## config.mk

```make
export PLATFORM = sky130hd
export DESIGN_NAME = hmawc_top
export DESIGN_NICKNAME = d
export VERILOG_FILES = /design/src/rtl/hmawc_pkg.sv /design/src/rtl/hmawc_top.sv /design/src/rtl/hmawc_awu_timer.sv
export VERILOG_INCLUDE_DIRS = /design/src /design/src/rtl
export SDC_FILE = /design/constraint.sdc
export NUM_CORES = 1
export LEC_CHECK = 0
export BUFFER_PORTS_ARGS = -buffer_cell sky130_fd_sc_hd__buf_2
export CAP_MARGIN = 20
export CORE_ASPECT_RATIO = 1.4
export CORE_MARGIN = 2
export CORE_UTILIZATION = 25
export DETAILED_ROUTE_END_ITERATION = 6
export HOLD_SLACK_MARGIN = 0.1
export PLACE_DENSITY = 0.49
export SYNTH_ARGS = -nofsm -noshare
export SYNTH_HDL_FRONTEND = slang
export SYNTH_SLANG_ARGS = --single-unit
export TNS_END_PERCENT = 10
```

## constraint.sdc

```tcl
create_clock -name CLK_SYS_IN -period 8.9 [get_ports CLK_SYS_IN]
set_input_delay 0.445 -clock CLK_SYS_IN [delete_from_list [all_inputs] [get_ports CLK_SYS_IN]]
set_output_delay 0.445 -clock CLK_SYS_IN [all_outputs]
set_load 0.005 [all_outputs]
```

## src/rtl/hmawc_params.svh

```systemverilog
// Constants for the halt mode and auto wake-up controller.
// Assumes inclusion by bare name from the design files and the checker.
`ifndef HMAWC_PARAMS_SVH
`define HMAWC_PARAMS_SVH

// ****************************************
// Register offsets and fields
// ****************************************
`define HMAWC_ADDR_W 16
`define HMAWC_OFS_PRESCALER 16'h0049
`define HMAWC_OFS_CTRL_STATUS 16'h004A
`define HMAWC_BIT_WAKE_EN 0
`define HMAWC_BIT_MEASURE 1
`define HMAWC_BIT_FLAG 2
`define HMAWC_RST_PRESCALER 8'hFF
`define HMAWC_RST_CTRL_STATUS 8'h00

// ****************************************
// Instruction and timing
// ****************************************
`define HMAWC_HALT_OPCODE 8'h8E
`define HMAWC_STARTUP_SHORT 13'h0100
`define HMAWC_STARTUP_LONG 13'h1000
`define HMAWC_FIXED_DIV 7'h40
`define HMAWC_RC_START_TICKS 8'h04
`endif

```

## src/rtl/hmawc_pkg.sv

```systemverilog
// Types shared by the halt mode and auto wake-up controller files.
// Assumes nothing of its surroundings.
package hmawc_pkg;

  // ****************************************
  // Operating modes
  // ****************************************
  typedef enum logic [4:0] {
    HMAWC_RUN = 5'h01,
    HMAWC_HALT = 5'h02,
    HMAWC_ACTIVE_HALT = 5'h04,
    HMAWC_AUTO_WAKEUP_HALT = 5'h08,
    HMAWC_STARTUP = 5'h10
  } hmawc_mode_t;

  // ****************************************
  // Wake-up timer state
  // ****************************************
  typedef struct packed {
    logic running;
    logic [7:0] start_cnt;
    logic [6:0] fix_cnt;
    logic [7:0] pre_cnt;
    logic done;
  } hmawc_tmr_t;

  // ****************************************
  // Controller state
  // ****************************************
  typedef struct packed {
    hmawc_mode_t mode;
    logic [7:0] prescaler;
    logic wake_en;
    logic measure;
    logic flag;
    logic [7:0] rdata;
    logic rc_sync1;
    logic rc_sync2;
    logic rc_prev;
    logic [12:0] startup_cnt;
    logic exit_by_reset;
    logic tmr_start;
    logic osc_en;
    logic periph_en;
    logic timer_en;
    logic rc_en;
    logic cpu_run;
    logic imask_clear;
    logic wdg_rst;
    logic fetch_reset;
    logic service_irq;
    logic capture;
  } hmawc_state_t;

endpackage

```

## src/rtl/hmawc_top.sv

```systemverilog
// Halt mode sequencer with active halt and timed auto wake-up.
// Assumes the CPU core, timers and interrupt logic share CLK_SYS_IN; the
// wake-up RC oscillator arrives asynchronously on a pin.
//
// Overview of operation
// - Opcode 8E starts halt mode selection.
// - Timer interrupt enables select active halt.
// - Reset exit from active halt waits start-up.
// - Interrupt exit from active halt resumes immediately.
// - Active halt entry clears interrupt mask.
// - Active halt keeps oscillator and timer only.
// - Active halt suppresses watchdog reset on halt.
// - Only realtime or halt-exit interrupts, or reset, end active halt.
// - Wake enable selects auto wake-up halt.
// - RC oscillator, fixed divider, prescaler time wake.
// - Expiry sets wake flag and interrupt.
// - Timed wake restarts oscillator, waits start-up.
// - Status read clears flag; writes ignored.
// - Measure bit routes RC to capture.
// - Wake enable bit is software owned.
// - Auto wake-up halt stops main oscillator.
// - Auto wake-up halt entry clears mask.
// - Watchdog option decides reset on halt.
// - Halt-exit interrupts or reset end halt.
// - Status register resets zero, upper bits zero.
// - Delay is 64 times prescaler plus start.
// - Otherwise halt instruction selects plain halt.
//
// Local design decisions: the plain strobed port and the placing of the registers.
`timescale 1ns/10ps
`include "hmawc_params.svh"

module hmawc_top (
  // Clock and reset
  input wire logic CLK_SYS_IN,
  input wire logic SYS_RST_IN,
  // Register port
  input wire logic [`HMAWC_ADDR_W-1:0] ADDR_IN,
  input wire logic [7:0] WDATA_IN,
  input wire logic WR_IN,
  input wire logic RD_IN,
  output logic [7:0] RDATA_OUT,
  // CPU instruction stream
  input wire logic OPCODE_VALID_IN,
  input wire logic [7:0] OPCODE_IN,
  // Timer configuration
  input wire logic TIMEBASE_IRQ_ENABLE_IN,
  input wire logic OVERFLOW_IRQ_ENABLE_IN,
  input wire logic TIMER_CLOCK_SELECT_HIGH_IN,
  input wire logic TIMER_CLOCK_SELECT_LOW_IN,
  // Watchdog and options
  input wire logic WATCHDOG_ACTIVE_IN,
  input wire logic WATCHDOG_IN_HALT_OPTION_IN,
  input wire logic STARTUP_LONG_IN,
  // Wake sources
  input wire logic REALTIME_TIMER_IRQ_IN,
  input wire logic HALT_EXIT_IRQ_IN,
  input wire logic WAKE_RESET_IN,
  // Wake-up RC oscillator pin
  input wire logic WAKEUP_RC_CLK_IN,
  // Clock gating
  output logic MAIN_OSC_EN_OUT,
  output logic PERIPH_CLK_EN_OUT,
  output logic TIMER_CLK_EN_OUT,
  output logic WAKEUP_RC_EN_OUT,
  output logic CPU_RUN_OUT,
  // Events to the CPU
  output logic IMASK_CLEAR_OUT,
  output logic WAKEUP_IRQ_OUT,
  output logic WATCHDOG_RESET_OUT,
  output logic FETCH_RESET_VECTOR_OUT,
  output logic SERVICE_IRQ_OUT,
  output logic CAPTURE_INPUT_OUT,
  output logic [4:0] MODE_OUT
);

  hmawc_pkg::hmawc_state_t s_reg;
  hmawc_pkg::hmawc_state_t s_next;
  logic tmr_done;
  logic rc_tick;

  // ****************************************
  // Decoding helpers
  // ****************************************
  function automatic logic active_halt_ok(input logic tb_ie, input logic ovf_ie,
                                          input logic ck1, input logic ck0);
    active_halt_ok = tb_ie || (ovf_ie && !ck1 && ck0);
  endfunction

  function automatic logic [12:0] startup_len(input logic long_sel);
    startup_len = long_sel ? `HMAWC_STARTUP_LONG : `HMAWC_STARTUP_SHORT;
  endfunction

  // ****************************************
  // Wake-up delay timer
  // ****************************************
  assign rc_tick = s_reg.rc_sync2 && !s_reg.rc_prev;

  hmawc_awu_timer u_timer (
    .clk_in(CLK_SYS_IN),
    .rst_in(SYS_RST_IN),
    .start_in(s_reg.tmr_start),
    .stop_in(s_reg.mode != hmawc_pkg::HMAWC_AUTO_WAKEUP_HALT),
    .tick_in(rc_tick),
    .prescaler_in(s_reg.prescaler),
    .done_out(tmr_done)
  );

  // ****************************************
  // Next state
  // ****************************************
  always_comb begin
    logic halt_seen;
    logic act_ok;
    logic csr_read;
    halt_seen = 1'b0;
    act_ok = 1'b0;
    csr_read = 1'b0;
    s_next = s_reg;
    s_next.rc_sync1 = WAKEUP_RC_CLK_IN;
    s_next.rc_sync2 = s_reg.rc_sync1;
    s_next.rc_prev = s_reg.rc_sync2;
    s_next.tmr_start = 1'b0;
    s_next.imask_clear = 1'b0;
    s_next.wdg_rst = 1'b0;
    s_next.fetch_reset = 1'b0;
    s_next.service_irq = 1'b0;
    s_next.rdata = 8'h00;

    // Register port; the read answer stands only in the following cycle.
    csr_read = RD_IN && (ADDR_IN == `HMAWC_OFS_CTRL_STATUS);
    if (RD_IN && (ADDR_IN == `HMAWC_OFS_PRESCALER)) begin
      s_next.rdata = s_reg.prescaler;
    end
    if (csr_read) begin
      s_next.rdata[`HMAWC_BIT_WAKE_EN] = s_reg.wake_en;
      s_next.rdata[`HMAWC_BIT_MEASURE] = s_reg.measure;
      s_next.rdata[`HMAWC_BIT_FLAG] = s_reg.flag;
      s_next.flag = 1'b0;
    end
    if (WR_IN && (ADDR_IN == `HMAWC_OFS_PRESCALER) && (WDATA_IN != 8'h00)) begin
      // A zero divisor is dropped and the old value kept.
      s_next.prescaler = WDATA_IN;
    end
    if (WR_IN && (ADDR_IN == `HMAWC_OFS_CTRL_STATUS)) begin
      // The flag bit is not writable.
      s_next.wake_en = WDATA_IN[`HMAWC_BIT_WAKE_EN];
      s_next.measure = WDATA_IN[`HMAWC_BIT_MEASURE];
    end

    // Expiry wins over a clearing read in the same cycle.
    if (tmr_done && (s_reg.mode == hmawc_pkg::HMAWC_AUTO_WAKEUP_HALT)) begin
      s_next.flag = 1'b1;
    end

    halt_seen = OPCODE_VALID_IN && (OPCODE_IN == `HMAWC_HALT_OPCODE);
    act_ok = active_halt_ok(TIMEBASE_IRQ_ENABLE_IN, OVERFLOW_IRQ_ENABLE_IN,
                            TIMER_CLOCK_SELECT_HIGH_IN, TIMER_CLOCK_SELECT_LOW_IN);

    case (s_reg.mode)
      hmawc_pkg::HMAWC_RUN: begin
        if (halt_seen) begin
          if (WATCHDOG_ACTIVE_IN && !act_ok && !WATCHDOG_IN_HALT_OPTION_IN) begin
            // Watchdog in halt not allowed: reset instead.
            s_next.wdg_rst = 1'b1;
          end else if (s_reg.wake_en) begin
            s_next.mode = hmawc_pkg::HMAWC_AUTO_WAKEUP_HALT;
            s_next.tmr_start = 1'b1;
            s_next.imask_clear = 1'b1;
          end else if (act_ok) begin
            s_next.mode = hmawc_pkg::HMAWC_ACTIVE_HALT;
            s_next.imask_clear = 1'b1;
          end else begin
            s_next.mode = hmawc_pkg::HMAWC_HALT;
            s_next.imask_clear = 1'b1;
          end
        end
      end
      hmawc_pkg::HMAWC_ACTIVE_HALT: begin
        if (WAKE_RESET_IN) begin
          s_next.mode = hmawc_pkg::HMAWC_STARTUP;
          s_next.exit_by_reset = 1'b1;
          s_next.startup_cnt = startup_len(STARTUP_LONG_IN) - 13'h0001;
        end else if (REALTIME_TIMER_IRQ_IN || HALT_EXIT_IRQ_IN) begin
          s_next.mode = hmawc_pkg::HMAWC_RUN;
          s_next.service_irq = 1'b1;
        end
      end
      hmawc_pkg::HMAWC_HALT,
      hmawc_pkg::HMAWC_AUTO_WAKEUP_HALT: begin
        // The oscillator restarts at once and the start-up delay follows.
        if (WAKE_RESET_IN || HALT_EXIT_IRQ_IN || s_reg.flag) begin
          s_next.mode = hmawc_pkg::HMAWC_STARTUP;
          s_next.exit_by_reset = WAKE_RESET_IN;
          s_next.startup_cnt = startup_len(STARTUP_LONG_IN) - 13'h0001;
        end
      end
      hmawc_pkg::HMAWC_STARTUP: begin
        if (s_reg.startup_cnt == 13'h0000) begin
          s_next.mode = hmawc_pkg::HMAWC_RUN;
          s_next.fetch_reset = s_reg.exit_by_reset;
          s_next.service_irq = !s_reg.exit_by_reset;
          s_next.exit_by_reset = 1'b0;
        end else begin
          s_next.startup_cnt = s_reg.startup_cnt - 13'h0001;
        end
      end
      default: begin
        s_next.mode = hmawc_pkg::HMAWC_RUN;
      end
    endcase

    // Gating follows the mode being entered so the outputs stay registered.
    s_next.osc_en = (s_next.mode == hmawc_pkg::HMAWC_RUN) ||
                    (s_next.mode == hmawc_pkg::HMAWC_ACTIVE_HALT) ||
                    (s_next.mode == hmawc_pkg::HMAWC_STARTUP);
    s_next.timer_en = (s_next.mode == hmawc_pkg::HMAWC_RUN) ||
                      (s_next.mode == hmawc_pkg::HMAWC_ACTIVE_HALT);
    s_next.periph_en = (s_next.mode == hmawc_pkg::HMAWC_RUN);
    s_next.cpu_run = (s_next.mode == hmawc_pkg::HMAWC_RUN);
    s_next.rc_en = (s_next.mode == hmawc_pkg::HMAWC_AUTO_WAKEUP_HALT) ||
                   (s_next.measure && (s_next.mode == hmawc_pkg::HMAWC_RUN));
    // The capture sees the oscillator only while measuring in run mode.
    s_next.capture = s_reg.measure && (s_reg.mode == hmawc_pkg::HMAWC_RUN) &&
                     s_reg.rc_sync2;
  end

  // ****************************************
  // State register
  // ****************************************
  always_ff @(posedge CLK_SYS_IN) begin
    if (SYS_RST_IN) begin
      s_reg <= '0;
      s_reg.mode <= hmawc_pkg::HMAWC_RUN;
      s_reg.prescaler <= `HMAWC_RST_PRESCALER;
      s_reg.osc_en <= 1'b1;
      s_reg.periph_en <= 1'b1;
      s_reg.timer_en <= 1'b1;
      s_reg.cpu_run <= 1'b1;
    end else begin
      s_reg <= s_next;
    end
  end

  // ****************************************
  // Outputs
  // ****************************************
  assign RDATA_OUT = s_reg.rdata;
  assign MAIN_OSC_EN_OUT = s_reg.osc_en;
  assign PERIPH_CLK_EN_OUT = s_reg.periph_en;
  assign TIMER_CLK_EN_OUT = s_reg.timer_en;
  assign WAKEUP_RC_EN_OUT = s_reg.rc_en;
  assign CPU_RUN_OUT = s_reg.cpu_run;
  assign IMASK_CLEAR_OUT = s_reg.imask_clear;
  assign WAKEUP_IRQ_OUT = s_reg.flag;
  assign WATCHDOG_RESET_OUT = s_reg.wdg_rst;
  assign FETCH_RESET_VECTOR_OUT = s_reg.fetch_reset;
  assign SERVICE_IRQ_OUT = s_reg.service_irq;
  assign CAPTURE_INPUT_OUT = s_reg.capture;
  assign MODE_OUT = s_reg.mode;

endmodule

```

## src/rtl/hmawc_awu_timer.sv

```systemverilog
// Wake-up delay timer: RC start time, fixed divide by 64, then prescaler.
// Assumes tick_in is a one-cycle enable per wake-up RC oscillator period.
`timescale 1ns/10ps
`include "hmawc_params.svh"

module hmawc_awu_timer (
  // Clock and reset
  input wire logic clk_in,
  input wire logic rst_in,
  // Control
  input wire logic start_in,
  input wire logic stop_in,
  input wire logic tick_in,
  input wire logic [7:0] prescaler_in,
  // Result
  output logic done_out
);

  hmawc_pkg::hmawc_tmr_t s_reg;
  hmawc_pkg::hmawc_tmr_t s_next;

  // ****************************************
  // Counting
  // ****************************************
  always_comb begin
    s_next = s_reg;
    s_next.done = 1'b0;
    if (start_in) begin
      s_next.running = 1'b1;
      s_next.start_cnt = `HMAWC_RC_START_TICKS;
      s_next.fix_cnt = 7'h00;
      s_next.pre_cnt = 8'h00;
    end else if (stop_in) begin
      s_next.running = 1'b0;
    end else if (s_reg.running && tick_in) begin
      // The start time of the RC oscillator is spent before any division.
      if (s_reg.start_cnt != 8'h00) begin
        s_next.start_cnt = s_reg.start_cnt - 8'h01;
      end else if (s_reg.fix_cnt != `HMAWC_FIXED_DIV - 7'h01) begin
        s_next.fix_cnt = s_reg.fix_cnt + 7'h01;
      end else begin
        s_next.fix_cnt = 7'h00;
        // A prescaler of zero is treated like one, so the timer always ends.
        if (s_reg.pre_cnt + 8'h01 >= prescaler_in) begin
          s_next.running = 1'b0;
          s_next.done = 1'b1;
        end else begin
          s_next.pre_cnt = s_reg.pre_cnt + 8'h01;
        end
      end
    end
  end

  always_ff @(posedge clk_in) begin
    if (rst_in) begin
      s_reg <= '0;
    end else begin
      s_reg <= s_next;
    end
  end

  assign done_out = s_reg.done;

endmodule

```

=== After elaboration in Yosys (flattened, before gate mapping) ===
Cells that the tools add are included.

* Register bits after elaboration: 76
* Logic and storage cells: 156
* Output and inout port bits: 24
* Bits of input ports: 48

* Muxes and demuxes: 40
* Order comparisons: 1
* $add $sub $neg: 5
* Bitwise logic cells: 10
* Reduce and logical (&&, ||, !) cells: 51
* Equality and inequality tests: 21

{| class="wikitable"
|+ Operators with widths
! cell !! number
|-
| $mux 24 || 2
|-
| $pmux 14 s3 || 1
|-
| $eq 16x7->1 const B || 2
|-
| $mux 5 || 6
|-
| $mux 14 || 2
|-
| $mux 13 || 2
|-
| $sub 13x1->13 const B || 2
|-
| $mux 25 || 1
|-
| $pmux 5 s4 || 1
|-
| $logic_and 1x1->1 || 16
|-
| $mux 16 || 1
|-
| $mux 8 || 2
|-
| $reduce_bool 8->1 || 2
|-
| $mux 1 || 15
|-
| $logic_not 13->1 || 1
|-
| $reduce_and 4->1 || 3
|-
| $eq 5x1->1 const B || 2
|-
| $eq 5x3->1 const B || 2
|-
| $eq 5x4->1 const B || 2
|-
| $eq 5x5->1 const B || 2
|-
| $ne 2x2->1 const B || 5
|-
| $not 1->1 || 10
|-
| $mux 3 || 3
|-
| $mux 9 || 1
|-
| 22 further kinds || 42
|}

=== Depth between registers and ports, before layout ===
Gate-level depths: netlist of the first run.

* Depth after elaboration: 13
* Depth in mapped cells: 11
* Gate-level depth less buffers: 10

=== Cells and area by module ===
Synthesis of the first run repeated with hierarchy kept, for this count alone.

* Cell total of the unflattened synthesis: 444
* Area, all modules: 3921.3 µm²

{| class="wikitable"
|+ By module, submodules not included
! module !! area each (µm²) !! seq. area each (µm²) !! cells each !! times used
|-
| hmawc_top || 2479.9 || 1021.0 || 280 || 1
|-
| hmawc_awu_timer || 1441.4 || 500.5 || 164 || 1
|}

=== Worst setup path before layout of the first run ===
Ideal clock, no wire load.

* Path type: register -> register
* Start: register u_timer.s_reg[3] (netlist name)
* End: register u_timer.s_reg[8] (netlist name)
* Cell stages (with the launch flop): 12
* Setup slack: 6.095 ns
* Data arrival time: 2.670 ns
* Required time: 8.765 ns
* Clock period less this slack: 2.805 ns
* Path buffers: 1
* Library setup time: 0.135 ns
* Cells stage by stage: dfxtp_1 -> nand3_1 -> or2_2 -> or2_2 -> xnor2_1 -> ha_1 -> nand4_1 -> nor2_1 -> a221o_1 -> clkbuf_1 -> o311ai_0 -> o41ai_1

* Longest elaborated chain between the ends: 4

{| class="wikitable"
|+ Ends and longest elaborated chain
! item !! RTL line !! RTL
|-
| start, declared || hmawc_awu_timer.sv:19 || <nowiki>hmawc_pkg::hmawc_tmr_t s_reg;</nowiki>
|-
| start signal, assigned || hmawc_awu_timer.sv:58 || <nowiki>s_reg <= s_next;</nowiki>
|-
| $add 8x1->8 * || hmawc_awu_timer.sv:44, hmawc_awu_timer.sv:48 ||
|-
| $ge 8x8->1 || hmawc_awu_timer.sv:44 || <nowiki>if (s_reg.pre_cnt + 8'h01 >= prescaler_in) begin</nowiki>
|-
| $not 1->1 (no source line) || -- ||
|-
| $reduce_and 5->1 (no source line) || -- ||
|}

Mark *: on every way between the ends. The rest lies on a longest branch, timed or not.
A chain may end at the register's enable or synchronous reset.

=== Final worst setup path of the first run ===
* Start: register u_timer.s_reg[3] (netlist name)
* End: register u_timer.s_reg[6] (netlist name)

The elaborated chain is that of the path after synthesis.

==> summary.txt, run 1 <==
Global route
  – GRT overflow: 0
  – Vias in the first global route: 3535
  – First-pass GRT wire length: 17.3 mm
  – Pin count of the biggest net entering global routing: 31
  – Initial antenna violation count: 0
  – Total GRT Usage: 12.7%

Power
  – Net switching power: 0.000151 W
  – Net Sw Frac: 21.4%
  – Overall Power: 0.000705 W
  – Power Dens Cells: 152 mW/mm^2
  – VDD IR-drop max: 0.0935 mV
  – Internal: 0.000554 W
  – Combinational share of power: 3.8%
  – Reg power frac: 48.4%
  – Clock share of power: 47.8%
  – LEAKAGE: 1.84 nW

Timing
  – Final TNS setup: 0 ns
  – RSZ-0062 raised after global routing: no
  – Setup Skew: 0.00473 ns
  – Actual slew at the worst max-slew pin: 0.880 ns
  – Slew Viols, Final: 0
  – Final hold vios: 0
  – Tcrit/Tclk final: 35.2%
  – Final setup vio count: 0
  – Rel. slew slack: 41.2%
  – FMAX: 320 MHz
  – Tmin final: 3.13 ns

Worst setup path
  – WS Path Type: register to register
  – Max incr delay on CP: 0.52 ns
  – Worst setup SP type: register
  – Critical Path RT: 9.16 ns
  – Crit-path cells: nand3_1 -> or2_2 -> or2_2 -> xnor2_1 -> ha_1 -> nand4_1 -> nor2_1 -> a221o_1 -> or4_1 -> a21oi_1
  – Worst Path Arrival: 3.38 ns
  – CP endpoint kind: register
  – Crit-path max FO: 15
  – Most frequent CP cell: or2_2
  – Crit-path slowest cell: or4_1

Floorplan
  – Core Footprint: 0.0156 sq mm
  – Initial Utilization: 25.5%
  – Die area: 0.0170 sq mm
  – Site Rows: 54
  – Die W: 111 um
  – Die height: 153 um
  – Top Ports: 72

Synthesis
  – Post-Syn Instances: 454
  – Post-synth net total: 515
  – Register area share after synthesis: 38.2%
  – Mapped cell area: 0.00399 sq mm
  – EDFF count, synth: 0
  – Yosys warnings: 0
  – Post-synth top area cell: dfxtp_1
  – Synthesized area per cell: 8.78 sq um
  – Synth top area share: 38.2%
  – #FFs+latches synth: 76
  – Synth area leaders: dfxtp_1 38%, ha_1 4.1%, nor2_1 3.9%
  – Async set-reset flop share out of synthesis: 0%
  – Primary FF master, synth: dfxtp_1
  – Post-synth cell types: 65

Clock tree
  – Root Buffer: clkbuf_16
  – CTS buffer count: 9
  – CTS Buffer Depth: 2
  – Worst-path clk slew: 0.06 ns
  – CTS tree: done
  – CTS H-tree depth: 3
  – Post-CTS setup buffers: 0
  – Post-CTS Resized: 0
  – Hold buffers post-CTS: 0
  – Clock latency on the worst-skew pair: 0.34 ns
  – # clock sinks: 76

Drt
  – Drt pass-1 iters: 4
  – Post-route antenna net violation count: 0
  – Routed vias: 3515
  – Initial DRC Count: 168
  – DRC Markers: 0
  – Avg WL per Cell: 14.8 um
  – DR vias/cell: 5.00
  – Total Wirelength: 10.4 mm

Finish
  – Most common cell after layout, fill and taps aside: dfxtp_1
  – Design area: 0.00463 sq mm
  – Most frequent cells in the layout: 76 x dfxtp_1, 71 x buf_2, 41 x nor2_1
  – Area delta synth->final: 16.1%
  – Max reg flops: 26
  – Fillers: 1656
  – Layout cells sized above 1: 20.9%
  – # diodes: 0
  – Nets: 564

Job
  – Max_cap viols: 0

Placement
  – PortBufs: 71
  – RePlAce Congestion: 0.799
  – Placed cell areas: 0.00436 sq mm
  – HPWL Detailed: 7.78 mm

Hold path
  – Tightest Hold Check Type: input pin to register

Outcome
  – Status: completed
==> cells by family after synthesis <==
group / count (synthesis) / synth area share [%]
fa+ha+maj: 13 / 4.08
compound gates: 95 / 16.7
simple gates: 196 / 28.6
mux: 2 / 0.502
flops: 76 / 38.2
xor+xnor: 21 / 4.61
buf+inv: 51 / 7.40
==> critical path, delay by kind of cell (launching register included) <==
| family | cells | cell delay (ns) |
|---|---|---|
| compound gates | 2 | 0.63 |
| fa+ha+maj | 1 | 0.31 |
| simple gates | 6 | 1.56 |
| flops | 1 | 0.40 |
| xor+xnor | 1 | 0.14 |
==> cells in the mapped netlist (all sizes together), types with 3 or more instances <==
library cell,count
a211oi,5
a21o,5
a21oi,24
a22oi,3
a311oi,5
a31oi,3
and2,3
and3,7
and4,4
buf,21
clkbuf,12
dfxtp,76
ha,13
inv,18
nand2,37
nand3,16
nand4,11
nand4b,3
nor2,42
nor2b,7
nor3,17
nor4,10
o211ai,10
o21a,3
o21ai,13
o31ai,11
o41ai,3
or2,6
or3,4
or4,13
or4b,4
xnor2,8
xor2,13
==> power groups by stage <==
stage               Combinational [W]  Sequential [W]  Clock (W)
global route                0.0000301        0.000341   0.000365
floorplan                   0.0000125        0.000348          0
global placement            0.0000271        0.000349          0
finish                      0.0000271        0.000341   0.000337
CTS                         0.0000276        0.000341   0.000349
detailed placement          0.0000275        0.000349          0
==> per-stage QoR <==
step                      hold WS, ns  setup slack (ns)  util (%)  std cells
after floorplan                 0.414              6.10         -        454
after global placement          0.446              5.87      27.9        688
after detailed placement        0.448              5.80      27.9        688
after CTS                       0.332              5.78      29.7        703
after global routing            0.355              5.64      29.7        703
final                           0.344              5.77      29.7        703
==> metal layers <==
layer	vias up	global-route usage [%]	share of wire (%)
met3	16	3.65	3.8
met1	1685	13.7	41
met2	55	22.9	53
met5	-	0	0
met4	0	5.89	2.6
li1	1759	-	-
==> layout make-up <==
type | instances | area [sq um] | area share (%)
tap | 196 | 245 | 5.30
clock inverter | 2 | 10.0 | 0.216
timing repair buffer | 71 | 355 | 7.67
inverter | 18 | 67.6 | 1.46
sequential | 76 | 1520 | 32.9
clock buffer | 13 | 260 | 5.62
multi-input combinational | 327 | 2170 | 46.9
==> final timing paths <==
kind	from	to	slack [ns]	cells after the start
worst min-delay path	WDATA_IN[6]	s_reg[45]	0.34	3
worst max register to register	u_timer.s_reg[3]	u_timer.s_reg[6]	5.77	10
worst min register to register	u_timer.done_out	WAKEUP_IRQ_OUT	0.45	2
worst max-delay path	u_timer.s_reg[3]	u_timer.s_reg[6]	5.77	10
Power figures use the tool's default switching activity.
==> run 2, diff against run 1 <==
Settings changed: ABC_AREA from default to 1.
Clock period 8.9 ns to 3 ns, I/O delays scaled along.
==> summary.txt, run 2 <==
Global route
  – Vias in the first global route: 3698
  – GRT overflow: 0
  – Initial antenna violation count: 0
  – Total GRT Usage: 12.4%
  – First-pass GRT wire length: 17.3 mm
  – Pin count of the biggest net entering global routing: 27

Worst setup path
  – WS Path Type: register to register
  – Worst r2r src: u_timer.s_reg[1]
  – Crit-path max FO: 6
  – Worst setup SP type: register
  – CP endpoint kind: register
  – Worst r2r dst: u_timer.s_reg[5]
  – Critical Path RT: 3.24 ns
  – Worst Reg2Reg Path Length in Cells: 14
  – Worst R2R Setup Slack: 0.51 ns
  – Worst Path Arrival: 2.74 ns

Hold path
  – Hold path endpoint: s_reg[38]
  – Hold Path Stages: 3
  – Hold Startpoint: WR_IN
  – Tightest Hold Check Type: input pin to register

Power
  – Overall Power: 0.00254 W
  – Reg power frac: 39.8%
  – Net Sw Frac: 19.2%
  – Net switching power: 0.000489 W
  – Power Dens Cells: 499 mW/mm^2
  – Combinational share of power: 3.3%
  – LEAKAGE: 2.42 nW
  – Clock share of power: 57.0%
  – VDD IR-drop max: 0.181 mV
  – Internal: 0.00206 W

Synthesis
  – Post-synth top cells: 136 x nand2_1, 110 x nor2_1, 76 x dfxtp_1, 63 x inv_1, 38 x nand3_1
  – Post-synth cell types: 38
  – Async set-reset flop share out of synthesis: 0%
  – #FFs+latches synth: 76
  – Post-Syn Instances: 596
  – Synth area leaders: dfxtp_1 37%, nand2_1 12%, nor2_1 9.9%
  – Post-synth top area cell: dfxtp_1
  – Primary FF master, synth: dfxtp_1
  – Yosys warnings: 0
  – Register area share after synthesis: 36.6%
  – Synthesized area per cell: 6.98 sq um
  – Mapped cell area: 0.00416 sq mm
  – Post-synth net total: 657
  – EDFF count, synth: 0
  – Synth top area share: 36.6%
  – Most common cell in the synthesized netlist: nand2_1

Timing
  – Final hold vios: 0
  – Tmin final: 2.49 ns
  – Slew Viols, Final: 0
  – Final setup vio count: 0
  – Rel. slew slack: 49.7%
  – FMAX: 401 MHz
  – Actual slew at the worst max-slew pin: 0.754 ns
  – Final TNS setup: 0 ns
  – Setup Skew: 0.00639 ns
  – RSZ-0062 raised after global routing: no
  – Tcrit/Tclk final: 83.1%

Placement
  – HPWL Detailed: 7.73 mm
  – Cells after DPL: 844
  – RePlAce Congestion: 0.818
  – PortBufs: 71

Floorplan
  – Top Ports: 72
  – Die height: 157 um
  – Die area: 0.0177 sq mm
  – Die W: 113 um
  – Site Rows: 55
  – Core Footprint: 0.0162 sq mm
  – Initial Utilization: 25.6%

Clock tree
  – Worst-path clk slew: 0.06 ns
  – # clock sinks: 76
  – CTS buffer count: 9
  – CTS tree: done
  – CTS Buffer Depth: 2
  – CTS H-tree depth: 3
  – Clock latency on the worst-skew pair: 0.35 ns
  – Post-CTS setup buffers: 0
  – Post-CTS Resized: 0
  – Root Buffer: clkbuf_16

Finish
  – Finished Layout Cells: 869
  – Area delta synth->final: 22.8%
  – Fillers: 1795
  – Layout cells sized above 1: 20.7%
  – Most frequent cells in the layout: 136 x nand2_1, 110 x nor2_1, 76 x dfxtp_1
  – Finished Core Util: 31.4%
  – Nets: 726
  – Most common cell after layout, fill and taps aside: nand2_1
  – # diodes: 0
  – Max reg flops: 26

Drt
  – Initial DRC Count: 111
  – Total Wirelength: 10.1 mm
  – Drt pass-1 iters: 6
  – Post-route antenna net violation count: 0
  – Avg WL per Cell: 11.6 um
  – DR vias/cell: 4.25
  – DRC Markers: 3
  – Routed vias: 3689

Outcome
  – Status: finished, violations left
  – Failing checks: DRC

Job
  – Max_cap viols: 0
-- run 2: changes by cell type in the layout (fill, tap and decap cells not counted), sizes merged, moves of 9 or more --
| cell | delta |
|---|---|
| nand3 | +26 |
| nor3 | -9 |
| nand2 | +112 |
| o31ai | -11 |
| inv | +52 |
| nor2 | +87 |
| or4 | -13 |
| nor4 | -10 |
| dlygate4sd3 | +9 |
-- run 2: cell families (layout without fill, tap and decap cells) --
group | count (synthesis) | after routing | synth area share (%)
AO/OA/AOI/OAI | 50 | 50 | 7.49
AND/OR/NAND/NOR | 350 | 350 | 39.0
XOR/XNOR | 14 | 14 | 2.95
adder cells (fa/ha/maj) | 13 | 13 | 3.91
flip-flops | 76 | 76 | 36.6
buffers and inverters | 93 | 167 | 10.1
-- run 2: how the worst max path moves through the flow --
stage / start / to / depth (start not counted)
finish: u_timer.s_reg[1] / u_timer.s_reg[5] / 14
global route: u_timer.s_reg[1] / u_timer.s_reg[2] / 14
floorplan: u_timer.s_reg[1] / u_timer.s_reg[2] / 13
global placement: u_timer.s_reg[1] / u_timer.s_reg[8] / 13
CTS: u_timer.s_reg[1] / u_timer.s_reg[5] / 14
detailed placement: u_timer.s_reg[1] / u_timer.s_reg[5] / 14
-- run 2: area by class of cell --
class,count,area [sq um],area share (%)
multi-input cells,427,2220,43.4
well taps,199,249,4.88
clock inverters,6,159,3.11
inverters,70,265,5.20
clock buffers,10,239,4.68
flip-flops and latches,76,1520,29.8
repair buffers,81,453,8.87
-- run 2: power by group through the flow --
| stage | logic, W | registers, W | clock network [W] |
|---|---|---|---|
| floorplan | 0.0000330 | 0.00103 | 0 |
| global placement | 0.0000758 | 0.00103 | 0 |
| detailed placement | 0.0000757 | 0.00103 | 0 |
| CTS | 0.0000850 | 0.00101 | 0.00149 |
| global route | 0.0000951 | 0.00101 | 0.00153 |
| finish | 0.0000835 | 0.00101 | 0.00145 |
-- run 2: layer usage --
metal	vias up	share of wire [%]	global-route usage, %
li1	2010	-	-
met1	1630	44	13.4
met2	36	52	22.7
met3	13	2.0	2.32
met4	0	2.6	6.56
met5	-	0	0
-- run 2: per-stage QoR --
step	instance area, sq um	setup WS (ns)	hold WS (ns)
final	5100	0.507	0.123
after global routing	5100	0.101	0.121
after CTS	5100	0.433	0.111
after detailed placement	4620	0.464	0.386
after global placement	4620	0.531	0.377
after floorplan	4160	0.825	0.257
-- run 2: timing repair --
action	CTS	global route
hold endpoints to repair	9	0
setup endpoints to repair	0	0
hold buffers	9	0
-- run 2: worst max-delay path: stages, from the launching register on --
cell and delay [ns]:
dfxtp_1 0.39, ha_1 0.21, nand3_1 0.12, nor2_1 0.10
nand2_1 0.07, xnor2_1 0.21, ha_1 0.28, nand2_1 0.07
a21oi_1 0.04, nor2_1 0.09, nand3_1 0.23, nor2_1 0.37
nand2_1 0.10, nand2_1 0.07, nor2_1 0.03
